--- config.mk ---
export PLATFORM = sky130hd
export DESIGN_NAME = pwm_gen_11bit
export DESIGN_NICKNAME = d
export VERILOG_FILES = /design/src/pwm_gen_pkg.sv /design/src/pwm_gen_11bit.sv
export VERILOG_INCLUDE_DIRS = /design/src
export SDC_FILE = /design/constraint.sdc
export NUM_CORES = 1
export LEC_CHECK = 0
export CAP_MARGIN = 25
export CORE_MARGIN = 2
export CORE_UTILIZATION = 65
export DETAILED_ROUTE_END_ITERATION = 12
export DONT_BUFFER_PORTS = 1
export GPL_TIMING_DRIVEN = 0
export PLACE_DENSITY = 0.81
export SYNTH_ARGS = -nofsm -noshare
export SYNTH_HDL_FRONTEND = slang
export SYNTH_SLANG_ARGS = --single-unit
export TNS_END_PERCENT = 1
--- constraint.sdc ---
create_clock -name CLOCK_IN -period 8.38 [get_ports CLOCK_IN]
set_input_delay 1.257 -clock CLOCK_IN [delete_from_list [all_inputs] [get_ports CLOCK_IN]]
set_output_delay 1.257 -clock CLOCK_IN [all_outputs]
set_load 0.05 [all_outputs]
--- src/pwm_gen_map.svh ---
// Purpose: Register offsets, field positions and reset values of the PWM generators.
// Assumes: Byte addresses on a 32-bit Wishbone bus; one aligned word per register.
// Notes: Definitions only.
`ifndef PWM_GEN_MAP_SVH
`define PWM_GEN_MAP_SVH

// Generator g occupies the window g*0x20; register index is address bits 4:2.
`define PWM_GEN_COUNT 3
`define PWM_REG_CONTROL 3'h0
`define PWM_REG_SCALER 3'h1
`define PWM_REG_DUTY_HIGH 3'h2
`define PWM_REG_DUTY_LOW 3'h3
`define PWM_REG_BOUND_HIGH 3'h4
`define PWM_REG_BOUND_LOW 3'h5
`define PWM_GLOBAL_WINDOW 2'h3
`define PWM_REG_IRQ_STATUS 3'h0
`define PWM_REG_IRQ_MASK 3'h1

`define PWM_CTRL_ENABLE 7
`define PWM_CTRL_INVERT 6
`define PWM_CTRL_FAST_RC 4
`define PWM_CTRL_PIN_MSB 1
`define PWM_CTRL_PIN_LSB 0
`define PWM_SCL_IRQ_AT_DUTY 7
`define PWM_SCL_PRE_MSB 6
`define PWM_SCL_PRE_LSB 5
`define PWM_SCL_DIV_MSB 4
`define PWM_DUTY_HALF_BIT 5

`define PWM_PIN_SLOTS 4
`define PWM_PINS_FIRST 3'h3
`define PWM_PINS_SECOND 3'h3
`define PWM_PINS_THIRD 3'h4

`define PWM_REG_RESET 8'h00

`endif

--- src/pwm_gen_pkg.sv ---
// Purpose: Shared types of the PWM generator block.
// Assumes: Nothing beyond the map header.
// Notes: Types only.
`default_nettype none
package pwm_gen_pkg;
	typedef logic [7:0] reg8_t;
	typedef logic [11:0] div_t;
	typedef logic [9:0] bound_t;
endpackage
`default_nettype wire

--- src/pwm_gen_11bit.sv ---
// Purpose: Three 11-bit PWM generators behind a classic Wishbone slave.
// Assumes: FAST_RC_TICK_IN is a one-cycle enable synchronous to CLOCK_IN.
// Notes: Half-step duty is exact only when the total division is even.
// Notes: Status bits are sticky until read or written with a one; one read clears them all.
// Function
// RULE1: three identical independent generators, own pins
// RULE2: counter clock from fast RC or system
// RULE3: pin select routes to exactly one pin; the code drives no pin for a select beyond the pins the generator owns
// RULE4: selected pin driven regardless of direction
// RULE5: period bound from bound high/low bits
// RULE6: duty bound plus half-step bit
// RULE7: frequency is source over P, K+1, bound+1
// RULE8: scaler bits 6:5 give 1,4,16,64
// RULE9: scaler bits 4:0 divide by value plus one
// RULE10: high fraction includes half-step and one half
// RULE11: build option lets comparator gate output
// RULE12: comparator high holds output off
// RULE13: control holds enable, invert, pin, source
// RULE14: scaler bit moves interrupt to duty match
// RULE15: software writes bounds before enabling
// RULE16: software builds complementary pairs with dead time
// RULE17: per-generator interrupt flag, software clears it
// RULE18: counter wraps at bound, high until duty
// RULE19: disabled: counter zero, output inactive, pin released
//
// The placing of the registers and the Wishbone register port are this design's own decisions.
`include "pwm_gen_map.svh"
`timescale 1ns/1ps
`default_nettype none

module pwm_gen_11bit #(
	parameter logic [2:0] GATE_BY_COMPARATOR = 3'h0,
	parameter int PIN_SLOTS = `PWM_PIN_SLOTS
) (
	input wire logic CLOCK_IN,
	input wire logic SYS_RST_IN,
	input wire logic FAST_RC_TICK_IN,
	input wire logic COMP_RESULT_IN,
	input wire logic WB_CYC_IN,
	input wire logic WB_STB_IN,
	input wire logic WB_WE_IN,
	input wire logic [7:0] WB_ADR_IN,
	input wire logic [3:0] WB_SEL_IN,
	input wire logic [31:0] WB_DAT_IN,
	output logic [31:0] WB_DAT_OUT,
	output logic WB_ACK_OUT,
	output logic IRQ_OUT,
	output logic [11:0] PWM_PIN_OUT,
	output logic [11:0] PWM_PIN_OE_OUT
);

	localparam int NG = `PWM_GEN_COUNT;

	if (PIN_SLOTS != `PWM_PIN_SLOTS) begin : g_bad_slots
		$error("PIN_SLOTS must be 4");
	end

	if (NG * PIN_SLOTS != 12) begin : g_bad_pins
		$error("pin vector width does not match generator count");
	end

	////////////////////////////////////////////////////////////////////////////
	// Helpers.

	// The widest division, 64 times 32, is 2048 and fits the twelve-bit type.
	// A wider scaler field would need a wider division type as well.
	// RULE8 prescale codes
	// RULE9 extra divide by K+1
	function automatic pwm_gen_pkg::div_t div_of(input pwm_gen_pkg::reg8_t s);
		pwm_gen_pkg::div_t k;
		k = {7'h00, s[`PWM_SCL_DIV_MSB:0]} + 12'h001;
		return k << {s[`PWM_SCL_PRE_MSB:`PWM_SCL_PRE_LSB], 1'b0};
	endfunction

	function automatic logic [2:0] pins_of(input int g);
		return (g == 0) ? `PWM_PINS_FIRST : (g == 1) ? `PWM_PINS_SECOND : `PWM_PINS_THIRD;
	endfunction

	for (genvar g = 0; g < NG; g++) begin : g_pin_check
		if (pins_of(g) > PIN_SLOTS) begin : g_bad
			$error("generator owns more pins than slots");
		end
	end

	// Upper ten bits of a bound: whole high byte, top two bits of the low byte.
	function automatic pwm_gen_pkg::bound_t bound_of(input pwm_gen_pkg::reg8_t hi,
			input pwm_gen_pkg::reg8_t lo);
		return {hi, lo[7:6]};
	endfunction

	// Registers read back in the low byte of the bus word; the rest reads zero.
	function automatic logic [31:0] word_of(input pwm_gen_pkg::reg8_t v);
		return {24'h00_0000, v};
	endfunction

	////////////////////////////////////////////////////////////////////////////
	// Register file and Wishbone slave.
	// Each generator owns a window of eight word slots; window 3 holds the
	// shared interrupt status and mask words. Only the low byte of a write
	// lands, and only when its byte select is set. Addresses with bit 7 set
	// decode to nothing: they are answered with zero data so that a stray
	// access never stalls the bus.

	// One copy of every register per generator, indexed by generator.
	pwm_gen_pkg::reg8_t ctrl_q [NG];
	pwm_gen_pkg::reg8_t ctrl_d [NG];
	pwm_gen_pkg::reg8_t scl_q [NG];
	pwm_gen_pkg::reg8_t scl_d [NG];
	pwm_gen_pkg::reg8_t dhi_q [NG];
	pwm_gen_pkg::reg8_t dhi_d [NG];
	pwm_gen_pkg::reg8_t dlo_q [NG];
	pwm_gen_pkg::reg8_t dlo_d [NG];
	pwm_gen_pkg::reg8_t bhi_q [NG];
	pwm_gen_pkg::reg8_t bhi_d [NG];
	pwm_gen_pkg::reg8_t blo_q [NG];
	pwm_gen_pkg::reg8_t blo_d [NG];
	// Status and mask are three bits wide, one bit per generator.
	logic [2:0] irq_q;
	logic [2:0] irq_d;
	logic [2:0] mask_q;
	logic [2:0] mask_d;
	logic irq_out_d;
	logic ack_d;
	logic [31:0] rdat_d;
	logic [2:0] evt;

	logic access;
	logic write;
	logic [1:0] win;
	logic [2:0] idx;
	logic [2:0] clr;
	// The window index picks the generator; it only matters inside a window.
	int wg;

	always_comb begin
		wg = 0;
		access = WB_CYC_IN & WB_STB_IN & ~WB_ACK_OUT;
		write = access & WB_WE_IN & WB_SEL_IN[0];
		win = WB_ADR_IN[6:5];
		idx = WB_ADR_IN[4:2];
		ctrl_d = ctrl_q;
		scl_d = scl_q;
		dhi_d = dhi_q;
		dlo_d = dlo_q;
		bhi_d = bhi_q;
		blo_d = blo_q;
		mask_d = mask_q;
		clr = 3'h0;
		rdat_d = 32'h0000_0000;
		// Every access is answered one cycle after it is taken; the held ack
		// masks the request in that cycle so a slow master is not served twice.
		ack_d = access;
		if (access && !WB_ADR_IN[7]) begin
			if (win == `PWM_GLOBAL_WINDOW) begin
				if (idx == `PWM_REG_IRQ_STATUS) begin
					rdat_d = {29'h0000_0000, irq_q};
					// RULE17 read or write-one clears
					if (!WB_WE_IN) begin
						clr = 3'h7;
					end else if (write) begin
						clr = WB_DAT_IN[2:0];
					end
				end else if (idx == `PWM_REG_IRQ_MASK) begin
					rdat_d = {29'h0000_0000, mask_q};
					if (write) begin
						mask_d = WB_DAT_IN[2:0];
					end
				end
			end else begin
				wg = int'(win);
				unique case (idx)
					`PWM_REG_CONTROL: begin
						rdat_d = word_of(ctrl_q[wg]);
						if (write) begin
							ctrl_d[wg] = WB_DAT_IN[7:0];
						end
					end
					`PWM_REG_SCALER: begin
						rdat_d = word_of(scl_q[wg]);
						if (write) begin
							scl_d[wg] = WB_DAT_IN[7:0];
						end
					end
					`PWM_REG_DUTY_HIGH: begin
						rdat_d = word_of(dhi_q[wg]);
						if (write) begin
							dhi_d[wg] = WB_DAT_IN[7:0];
						end
					end
					`PWM_REG_DUTY_LOW: begin
						rdat_d = word_of(dlo_q[wg]);
						if (write) begin
							dlo_d[wg] = WB_DAT_IN[7:0];
						end
					end
					`PWM_REG_BOUND_HIGH: begin
						rdat_d = word_of(bhi_q[wg]);
						if (write) begin
							bhi_d[wg] = WB_DAT_IN[7:0];
						end
					end
					`PWM_REG_BOUND_LOW: begin
						rdat_d = word_of(blo_q[wg]);
						if (write) begin
							blo_d[wg] = WB_DAT_IN[7:0];
						end
					end
					default: begin
						rdat_d = 32'h0000_0000;
					end
				endcase
			end
		end
		// A new event in the clearing cycle is kept: set beats clear.
		// A read clears every bit, so software must serve all pending
		// generators from the value that one read returns.
		irq_d = (irq_q & ~clr) | evt;
		// The interrupt line is computed from the next status, so it rises on
		// the same edge as the status bit that it reflects.
		irq_out_d = |(irq_d & mask_d);
	end

	// Read data stands only in the ack cycle and reads zero otherwise.
	always_ff @(posedge CLOCK_IN) begin
		if (SYS_RST_IN) begin
			for (int g = 0; g < NG; g++) begin
				ctrl_q[g] <= `PWM_REG_RESET;
				scl_q[g] <= `PWM_REG_RESET;
				dhi_q[g] <= `PWM_REG_RESET;
				dlo_q[g] <= `PWM_REG_RESET;
				bhi_q[g] <= `PWM_REG_RESET;
				blo_q[g] <= `PWM_REG_RESET;
			end
			irq_q <= 3'h0;
			mask_q <= 3'h0;
			IRQ_OUT <= 1'b0;
			WB_ACK_OUT <= 1'b0;
			WB_DAT_OUT <= 32'h0000_0000;
		end else begin
			ctrl_q <= ctrl_d;
			scl_q <= scl_d;
			dhi_q <= dhi_d;
			dlo_q <= dlo_d;
			bhi_q <= bhi_d;
			blo_q <= blo_d;
			irq_q <= irq_d;
			mask_q <= mask_d;
			IRQ_OUT <= irq_out_d;
			WB_ACK_OUT <= ack_d;
			WB_DAT_OUT <= rdat_d;
		end
	end

	////////////////////////////////////////////////////////////////////////////
	// Generators. dc counts source ticks inside one counter step.
	// Each counter step lasts P*(K+1) source ticks. The counter runs from zero
	// up to the counter bound and wraps, so a period holds bound plus one steps.
	// The pin is high from the wrap until the duty step, and for part of the
	// duty step itself: half of it, or all of it when the half-step bit is set.
	// That extra half count is what gives the duty its eleventh bit.
	// The pins are registered, so every pin edge trails its counter state by
	// one clock; all generators share that lag, which keeps pairs aligned.

	pwm_gen_pkg::div_t dc_q [NG];
	pwm_gen_pkg::div_t dc_d [NG];
	pwm_gen_pkg::bound_t cnt_q [NG];
	pwm_gen_pkg::bound_t cnt_d [NG];
	logic [11:0] pin_d;
	logic [11:0] oe_d;

	pwm_gen_pkg::div_t div;
	pwm_gen_pkg::div_t hi_lim;
	pwm_gen_pkg::bound_t cb;
	pwm_gen_pkg::bound_t db;
	logic en;
	logic tick;
	logic high;
	logic level;

	// RULE1 same logic per generator
	always_comb begin
		div = 12'h001;
		hi_lim = 12'h000;
		cb = 10'h000;
		db = 10'h000;
		en = 1'b0;
		tick = 1'b0;
		high = 1'b0;
		level = 1'b0;
		evt = 3'h0;
		pin_d = 12'h000;
		oe_d = 12'h000;
		dc_d = dc_q;
		cnt_d = cnt_q;
		for (int g = 0; g < NG; g++) begin
			div = div_of(scl_q[g]);
			// RULE5 period bound
			cb = bound_of(bhi_q[g], blo_q[g]);
			// RULE6 duty bound upper bits
			db = bound_of(dhi_q[g], dlo_q[g]);
			// With an odd division the half step rounds down to a whole tick.
			// RULE10 half-step adds half a count
			hi_lim = dlo_q[g][`PWM_DUTY_HALF_BIT] ? div : (div >> 1);
			en = ctrl_q[g][`PWM_CTRL_ENABLE];
			// The fast RC tick is an enable pulse, so the counter stays in the
			// system clock domain and needs no crossing logic.
			// RULE2 clock source select
			tick = ctrl_q[g][`PWM_CTRL_FAST_RC] ? FAST_RC_TICK_IN : 1'b1;
			if (!en) begin
				// RULE19 disabled holds zero
				dc_d[g] = 12'h000;
				cnt_d[g] = 10'h000;
			end else if (tick) begin
				// RULE7 step every P*(K+1) ticks
				if (dc_q[g] >= div - 12'h001) begin
					dc_d[g] = 12'h000;
					// RULE18 wrap after bound
					if (cnt_q[g] >= cb) begin
						cnt_d[g] = 10'h000;
						evt[g] = ~scl_q[g][`PWM_SCL_IRQ_AT_DUTY];
					end else begin
						cnt_d[g] = cnt_q[g] + 10'h001;
					end
					// In duty mode the event marks the step onto the duty bound instead
					// of the wrap; a duty bound above the counter bound never fires.
					// RULE14 interrupt at duty match
					if (scl_q[g][`PWM_SCL_IRQ_AT_DUTY] && cnt_d[g] == db) begin
						evt[g] = 1'b1;
					end
				end else begin
					dc_d[g] = dc_q[g] + 12'h001;
				end
			end
			// RULE18 high from wrap through duty
			high = (cnt_q[g] < db) || (cnt_q[g] == db && dc_q[g] < hi_lim);
			// Gating acts on the level before inversion, so a gated pin with
			// inversion set rests high; the option is fixed per generator at build.
			// RULE11 build option
			// RULE12 comparator high forces off
			level = en & high & ~(GATE_BY_COMPARATOR[g] & COMP_RESULT_IN);
			// The output enable follows the generator enable and the pin select, so the pin is
			// driven whatever its port direction says. A select beyond the pins
			// that the generator owns drives nothing.
			for (int p = 0; p < PIN_SLOTS; p++) begin
				// RULE3 one pin by select
				// RULE4 enable overrides port direction
				// RULE13 invert applies to driven pin
				if (en && int'(ctrl_q[g][`PWM_CTRL_PIN_MSB:`PWM_CTRL_PIN_LSB]) == p
						&& p < int'(pins_of(g))) begin
					oe_d[g * PIN_SLOTS + p] = 1'b1;
					pin_d[g * PIN_SLOTS + p] = level ^ ctrl_q[g][`PWM_CTRL_INVERT];
				end
			end
		end
	end

	// A disabled generator already holds its counters at zero through the
	// next-state logic; reset only has to cover the first cycles.
	always_ff @(posedge CLOCK_IN) begin
		if (SYS_RST_IN) begin
			for (int g = 0; g < NG; g++) begin
				dc_q[g] <= 12'h000;
				cnt_q[g] <= 10'h000;
			end
			PWM_PIN_OUT <= 12'h000;
			PWM_PIN_OE_OUT <= 12'h000;
		end else begin
			dc_q <= dc_d;
			cnt_q <= cnt_d;
			PWM_PIN_OUT <= pin_d;
			PWM_PIN_OE_OUT <= oe_d;
		end
	end

endmodule
`default_nettype wire

==> After elaboration in Yosys (flattened, before gate mapping) <==
Cells that the tools add are included.
{ "op_classes": {"muxes": 86, "n_reduce_logical": 50, "n_lt_le_gt_ge": 14, "div_mod_pow": 0, "shifts": 3, "bitwise_logic": 34, "n_addsub": 12, "n_eq_ne": 19, "n_mul": 0} }
{ "op_table": {"columns": ["operator", "count"], "rows": [
  ["bitwise mux 24 bit", 6],
  ["2-to-1 mux 10 bit", 12],
  ["2-to-1 mux 8 bit", 13],
  ["binary-select mux 8 bit (select 2 bit)", 6],
  ["2-to-1 mux 12 bit", 6],
  ["== test 10 bit", 6],
  ["case mux 8 bit (6 select lines)", 1],
  ["adder 12 x 1 -> 12 bit, second input constant", 3],
  ["greater-or-equal comparator 12 bit", 3],
  ["less-than comparator 12 bit", 3],
  ["2-to-1 mux 3 bit", 12],
  ["left shift 6 x 3 -> 12 bit", 3],
  ["subtractor 12 x 1 -> 12 bit, second input constant", 3],
  ["greater-or-equal comparator 32 x 3 -> 1 bit, second input constant", 1],
  ["less-than comparator 32 x 1 -> 1 bit, second input constant", 1],
  ["2-to-1 mux 32 bit", 1],
  ["NOT 2 -> 32 bit", 1],
  ["adder 10 x 1 -> 10 bit, second input constant", 3],
  ["greater-or-equal comparator 10 bit", 3],
  ["less-than comparator 10 bit", 3],
  ["2-to-1 mux 1 bit", 28],
  ["OR reduction 2 bit", 14],
  ["AND reduction 4 bit", 6],
  ["NOT 1 bit", 19],
  ["19 further kinds", 61]
]} }
{ "word_totals": {"mem_count": 0, "rom_bits": 0, "output_inout_bits": 58, "mem_bits_rw": 0, "ff_bits": 274, "latchBits": 0} }

==> Longest topological paths before layout <==
{ "logic_depth": {"word_depth": 16, "ltp_mapped": 21, "mapped_depth_nobuf": 20} }

==> Worst setup path before layout <==
Ideal clock, no wire load.
{ "synth_timing": {"path_type": "register to register", "start": "register scl_q[0] (netlist name)", "end": "register cnt_q[1] (netlist name)", "setup_time_ns": 0.128, "stages_incl_launch_ff": 20, "slack_ns": 4.521, "t_arrival_ns": 3.732, "t_required_ns": 8.252, "path_cell_list": "dfxtp_1 > ha_1 > nand3_1 > xnor2_1 > nor2_1 > a21oi_1 > mux2i_1 > nand2_1 > nor4_1 > xor2_1 > ha_1 > a21o_1 > a21o_1 > a21oi_1 > o21ai_0 > a41oi_1 > clkbuf_1 > nor2_1 > a21oi_1 > nor2_1"} }
{ "synth_via": {"elab_chain_len": 5} }
{ "synth_lines": {"columns": ["element", "line", "text"], "rows": [
  ["from (decl)", "pwm_gen_11bit.sv:107", "pwm_gen_pkg::reg8_t scl_q [NG];"],
  ["from (signal, indexed assignment)", "pwm_gen_11bit.sv:228", "scl_q[g] <= `PWM_REG_RESET;"],
  ["from (signal assigned)", "pwm_gen_11bit.sv:241", "scl_q <= scl_d;"],
  ["adder 5 x 1 -> 6 bit", "pwm_gen_11bit.sv:71", "k = {7'h00, s[`PWM_SCL_DIV_MSB:0]} + 12'h001;"],
  ["left shift 6 x 3 -> 12 bit", "pwm_gen_11bit.sv:72", "return k << {s[`PWM_SCL_PRE_MSB:`PWM_SCL_PRE_LSB], 1'b0};"],
  ["subtractor 12 x 1 -> 12 bit", "pwm_gen_11bit.sv:315", "if (dc_q[g] >= div - 12'h001) begin"],
  ["greater-or-equal comparator 12 bit", "pwm_gen_11bit.sv:315", null],
  ["AND reduction 2 bit (no source line)", null, null],
  ["to (signal assigned)", "pwm_gen_11bit.sv:369", "cnt_q <= cnt_d;"],
  ["to (decl)", "pwm_gen_11bit.sv:266", "pwm_gen_pkg::bound_t cnt_q [NG];"]
]} }
No other way between the ends.
A chain may end at the register's enable or synchronous reset.

==> Worst setup path after layout <==
{ "layout_timing": {"start": "register scl_q[11] (netlist name)", "end": "register IRQ_OUT"} }
{ "layout_via": {"elab_chain_len": 10} }
{ "layout_lines": {"columns": ["element", "line", "text"], "rows": [
  ["adder 5 x 1 -> 6 bit", "pwm_gen_11bit.sv:71", null],
  ["left shift 6 x 3 -> 12 bit", "pwm_gen_11bit.sv:72", null],
  ["subtractor 12 x 1 -> 12 bit", "pwm_gen_11bit.sv:315", null],
  ["greater-or-equal comparator 12 bit", "pwm_gen_11bit.sv:315", null],
  ["2-to-1 mux 1 bit", "pwm_gen_11bit.sv:315", null],
  ["2-to-1 mux 1 bit", "pwm_gen_11bit.sv:313", "end else if (tick) begin"],
  ["2-to-1 mux 1 bit", "pwm_gen_11bit.sv:309", "if (!en) begin"],
  ["OR 3 bit", "pwm_gen_11bit.sv:217", "irq_d = (irq_q & ~clr) | evt;"],
  ["AND 3 bit", "pwm_gen_11bit.sv:220", "irq_out_d = |(irq_d & mask_d);"],
  ["OR reduction 3 bit", "pwm_gen_11bit.sv:220", null],
  ["to (signal assigned)", "pwm_gen_11bit.sv:248", "IRQ_OUT <= irq_out_d;"],
  ["to (decl)", "pwm_gen_11bit.sv:47", "output logic IRQ_OUT,"]
]} }
No other way between the ends.

==> flow_metrics.env <==
export IMPL_maxCapViolCount=0
export IMPL_cts_tree="done"
export IMPL_layout_setup_ws_ns=3.50
export IMPL_route_met2_wl_mm=23.9
export IMPL_wl_met3_mm=5.89
export IMPL_grt_max_degree=14
export IMPL_drive_gt1_share_pct=4.47
export IMPL_route_detailed_drc=0
export IMPL_critical_path_max_fanout=10
export IMPL_final_common_cell="nand2_1"
export IMPL_min_period_ns=4.88
export IMPL_pwr_share_seq_pct=44.5
export IMPL_wire_per_inst_um=21.5
export IMPL_utilization_pct=71.8
export IMPL_die_w_um=163
export IMPL_fillers=2058
export IMPL_cts_setup_buffers=0
export IMPL_antenna_found_initial=1
export IMPL_seq_area_frac_synth_pct=29.9
export IMPL_initialDrtViolationCount=1907
export IMPL_worstPathRequired_ns=8.81
export IMPL_first_global_vias=15441
export IMPL_routed_wirelength_mm=55.7
export IMPL_r2r_start="scl_q[11]"
export IMPL_start_kind="flop"
export IMPL_mostFrequentLayoutCells="nand2_1, a21oi_1, dfxtp_1"
export IMPL_leakage_nw=6.61
export IMPL_routed_via_density=6.43
export IMPL_total_power_w=0.00263
export IMPL_p_switching_w=0.000654
export IMPL_cts_root_buf="clkbuf_16"
export IMPL_async_reset_ff_share_pct=0
export IMPL_die_area_um2=26600
export IMPL_topRoutingLayerUsed="met4"
export IMPL_preCtsSetupSlack_ns=3.67
export IMPL_grt_overflow_total=0
export IMPL_fin_area_um2=18000
export IMPL_cp_num_buf_inv=2
export IMPL_place_congestion=1.06
export IMPL_m1WireLength_mm=21.9
export IMPL_outcome="finished clean"
export IMPL_port_buffers=0
export IMPL_synth_cell_types=73
export IMPL_cts_sinks=246
export IMPL_pin_count=109
export IMPL_arrival_ns=5.31
export IMPL_relSlewSlack_pct=24.5
export IMPL_p_per_area_nw_per_um2=146
export IMPL_clockPowerShare_pct=50.1
export IMPL_initial_core_util_pct=65.8
export IMPL_synthFlopType="dfxtp_1"
export IMPL_hold_violations=0
export IMPL_fin_nets=2429
export IMPL_syn_inst=2177
export IMPL_post_dp_cell_area_um2=17000
export IMPL_end_kind="flop"
export IMPL_tightest_slew_ns=1.13
export IMPL_cp_slowest_cell="clkbuf_1"
export IMPL_cp_slowest_stage_delay_ns=0.48
export IMPL_syn_to_final_growth_pct=9.27
export IMPL_ys_warn_count=0
export IMPL_grt_pass1_wl_mm=85.3
export IMPL_internal_power_w=0.00198
export IMPL_cts_resized=0
export IMPL_cp_top_family="compound AO/OA/AOI/OAI gates"
export IMPL_skew_ns=0.0139
export IMPL_cp_cell_sequence="clkbuf_1 -> nand3_1 -> xnor2_1 -> o21a_1 -> mux2i_1 -> nand3b_1 -> nor2_1 -> nand2_1 -> nor2_1 -> xnor2_1 -> ha_1 -> a21o_1 -> a21o_1 -> a21oi_1 -> nand2_1 -> o211a_1 -> clkbuf_1 -> and4_1 -> a21oi_1 -> o211ai_2"
export IMPL_syn_area_um2=16500
export IMPL_diodes=0
export IMPL_synth_edff_count=0
export IMPL_dr_total_vias=16636
export IMPL_p_sw_share_pct=24.8
export IMPL_hold_path_class="reg2reg"
export IMPL_holdCritStartpoint="dlo_q[0]"
export IMPL_die_h_um=163
export IMPL_ys_ff_latch=246
export IMPL_ir_drop_mv=0.170
export IMPL_path_clk_slew_ns=0.07
export IMPL_grt_setup_unrepaired="no"
export IMPL_syn_area_per_cell_um2=7.56
export IMPL_combPwrFrac_pct=5.4
export IMPL_min_period_over_period_pct=58.2
export IMPL_fin_setup_tns_ns=0
export IMPL_fmax_mhz=205
export IMPL_setup_violations_final=0
export IMPL_design_core_area_um2=25000
export IMPL_rows=58
export IMPL_track_usage_pct=41.1
export IMPL_cts_buffers=28
export IMPL_drv_slew=0
export IMPL_cts_buffer_depth=3
export IMPL_postRouteAntennaNets=0
export IMPL_dp_hpwl_mm=41.8
export IMPL_cts_hold_repair_buffers=0
export IMPL_startpoint="scl_q[11]"
export IMPL_first_pass_iters=8
export IMPL_h_tree_depth=1
export IMPL_clkLatencyLatePin_ns=0.56
export IMPL_critical_path_class="reg2reg"
-- path summary, 6_finish.rpt --
check                   to  slack [ns]  cells after the start
setup / recovery   IRQ_OUT        3.50                     20
hold / removal    dlo_q[0]        0.46                      2
setup reg to reg   IRQ_OUT        3.50                     20
hold reg to reg   dlo_q[0]        0.46                      2
-- sequential cells by signal (all words and copies together), names as in the netlist, 16 cells and up --
name    count
dc_q       36
cnt_q      30
bhi_q      24
blo_q      24
ctrl_q     24
scl_q      24
dlo_q      22
dhi_q      16
-- metrics by stage --
step	cells	hold WS (ns)
floorplan	2204	0.433
global placement	2534	0.441
detailed placement	2536	0.447
CTS	2588	0.455
global route	2589	0.467
finish	2589	0.459
-- kinds of logic (layout without fill, tap and decap cells) --
family | count (synthesis) | after routing | share of synthesized area [%]
xor+xnor | 111 | 111 | 6.16
other cells | 1 | 28 | 0.0228
fa+ha+maj | 141 | 141 | 10.7
mux | 67 | 67 | 4.53
buf+inv | 242 | 297 | 6.17
flops | 246 | 246 | 29.9
compound gates | 497 | 497 | 17.8
simple gates | 872 | 872 | 24.7
-- power groups by stage --
| stage | registers, W | logic (W) | clock network [W] |
|---|---|---|---|
| detailed placement | 0.00120 | 0.000135 | 0 |
| global route | 0.00117 | 0.000145 | 0.00136 |
| global placement | 0.00120 | 0.000135 | 0 |
| finish | 0.00117 | 0.000143 | 0.00132 |
| CTS | 0.00117 | 0.000135 | 0.00131 |
| floorplan | 0.00120 | 0.0000966 | 0 |
-- final cells by class --
class | instances | area, µm² | area share [%]
flip-flops and latches | 246 | 4920 | 27.4
repair buffers | 3 | 22.5 | 0.125
clock inverters | 17 | 204 | 1.13
well taps | 330 | 413 | 2.30
plain buffers | 153 | 682 | 3.79
clock buffers | 35 | 778 | 4.33
multi-input cells | 1716 | 10600 | 59.1
inverters | 89 | 334 | 1.86
-- worst register-to-register path, delay by kind of cell, from the launching register on --
kind            cells  cell delay [ns]
simple gates        7             1.18
compound gates      7             1.45
xor+xnor            2             0.35
fa+ha+maj           1             0.28
buf+inv             2             0.76
mux                 1             0.42
flops               1             0.31
-- synth_stat cells (11+ instances only) --
| master | n | share of area (%) |
|---|---|---|
| nand2_1 | 305 | 7.0 |
| a21oi_1 | 259 | 7.9 |
| dfxtp_1 | 246 | 30 |
| nand3_1 | 182 | 5.5 |
| nor2_1 | 181 | 4.1 |
| ha_1 | 141 | 11 |
| clkbuf_1 | 117 | 2.7 |
| inv_1 | 88 | 2.0 |
| o21ai_0 | 77 | 2.3 |
| xnor2_1 | 64 | 3.4 |
| mux2i_1 | 61 | 3.7 |
| xor2_1 | 44 | 2.3 |
| nor3_1 | 40 | 1.2 |
| a21o_1 | 37 | 1.7 |
| buf_4 | 28 | 1.3 |
| nand4_1 | 27 | 1.0 |
| nand2b_1 | 19 | 0.72 |
| a22oi_1 | 16 | 0.73 |
| and3_1 | 16 | 0.61 |
| nand3b_1 | 16 | 0.73 |
| nor2b_1 | 16 | 0.61 |
| nor4_1 | 16 | 0.61 |
| and2_1 | 13 | 0.49 |
| a31oi_1 | 12 | 0.46 |
| a211oi_1 | 11 | 0.50 |
| o211ai_1 | 11 | 0.50 |
-- layer usage --
metal / track usage [%] / up-vias
met5: 0 / -
met4: 23.8 / 0
met3: 8.51 / 221
met2: 63.8 / 994
met1: 52.8 / 7712
li1: - / 7709
(Power assumes the default switching activity.)
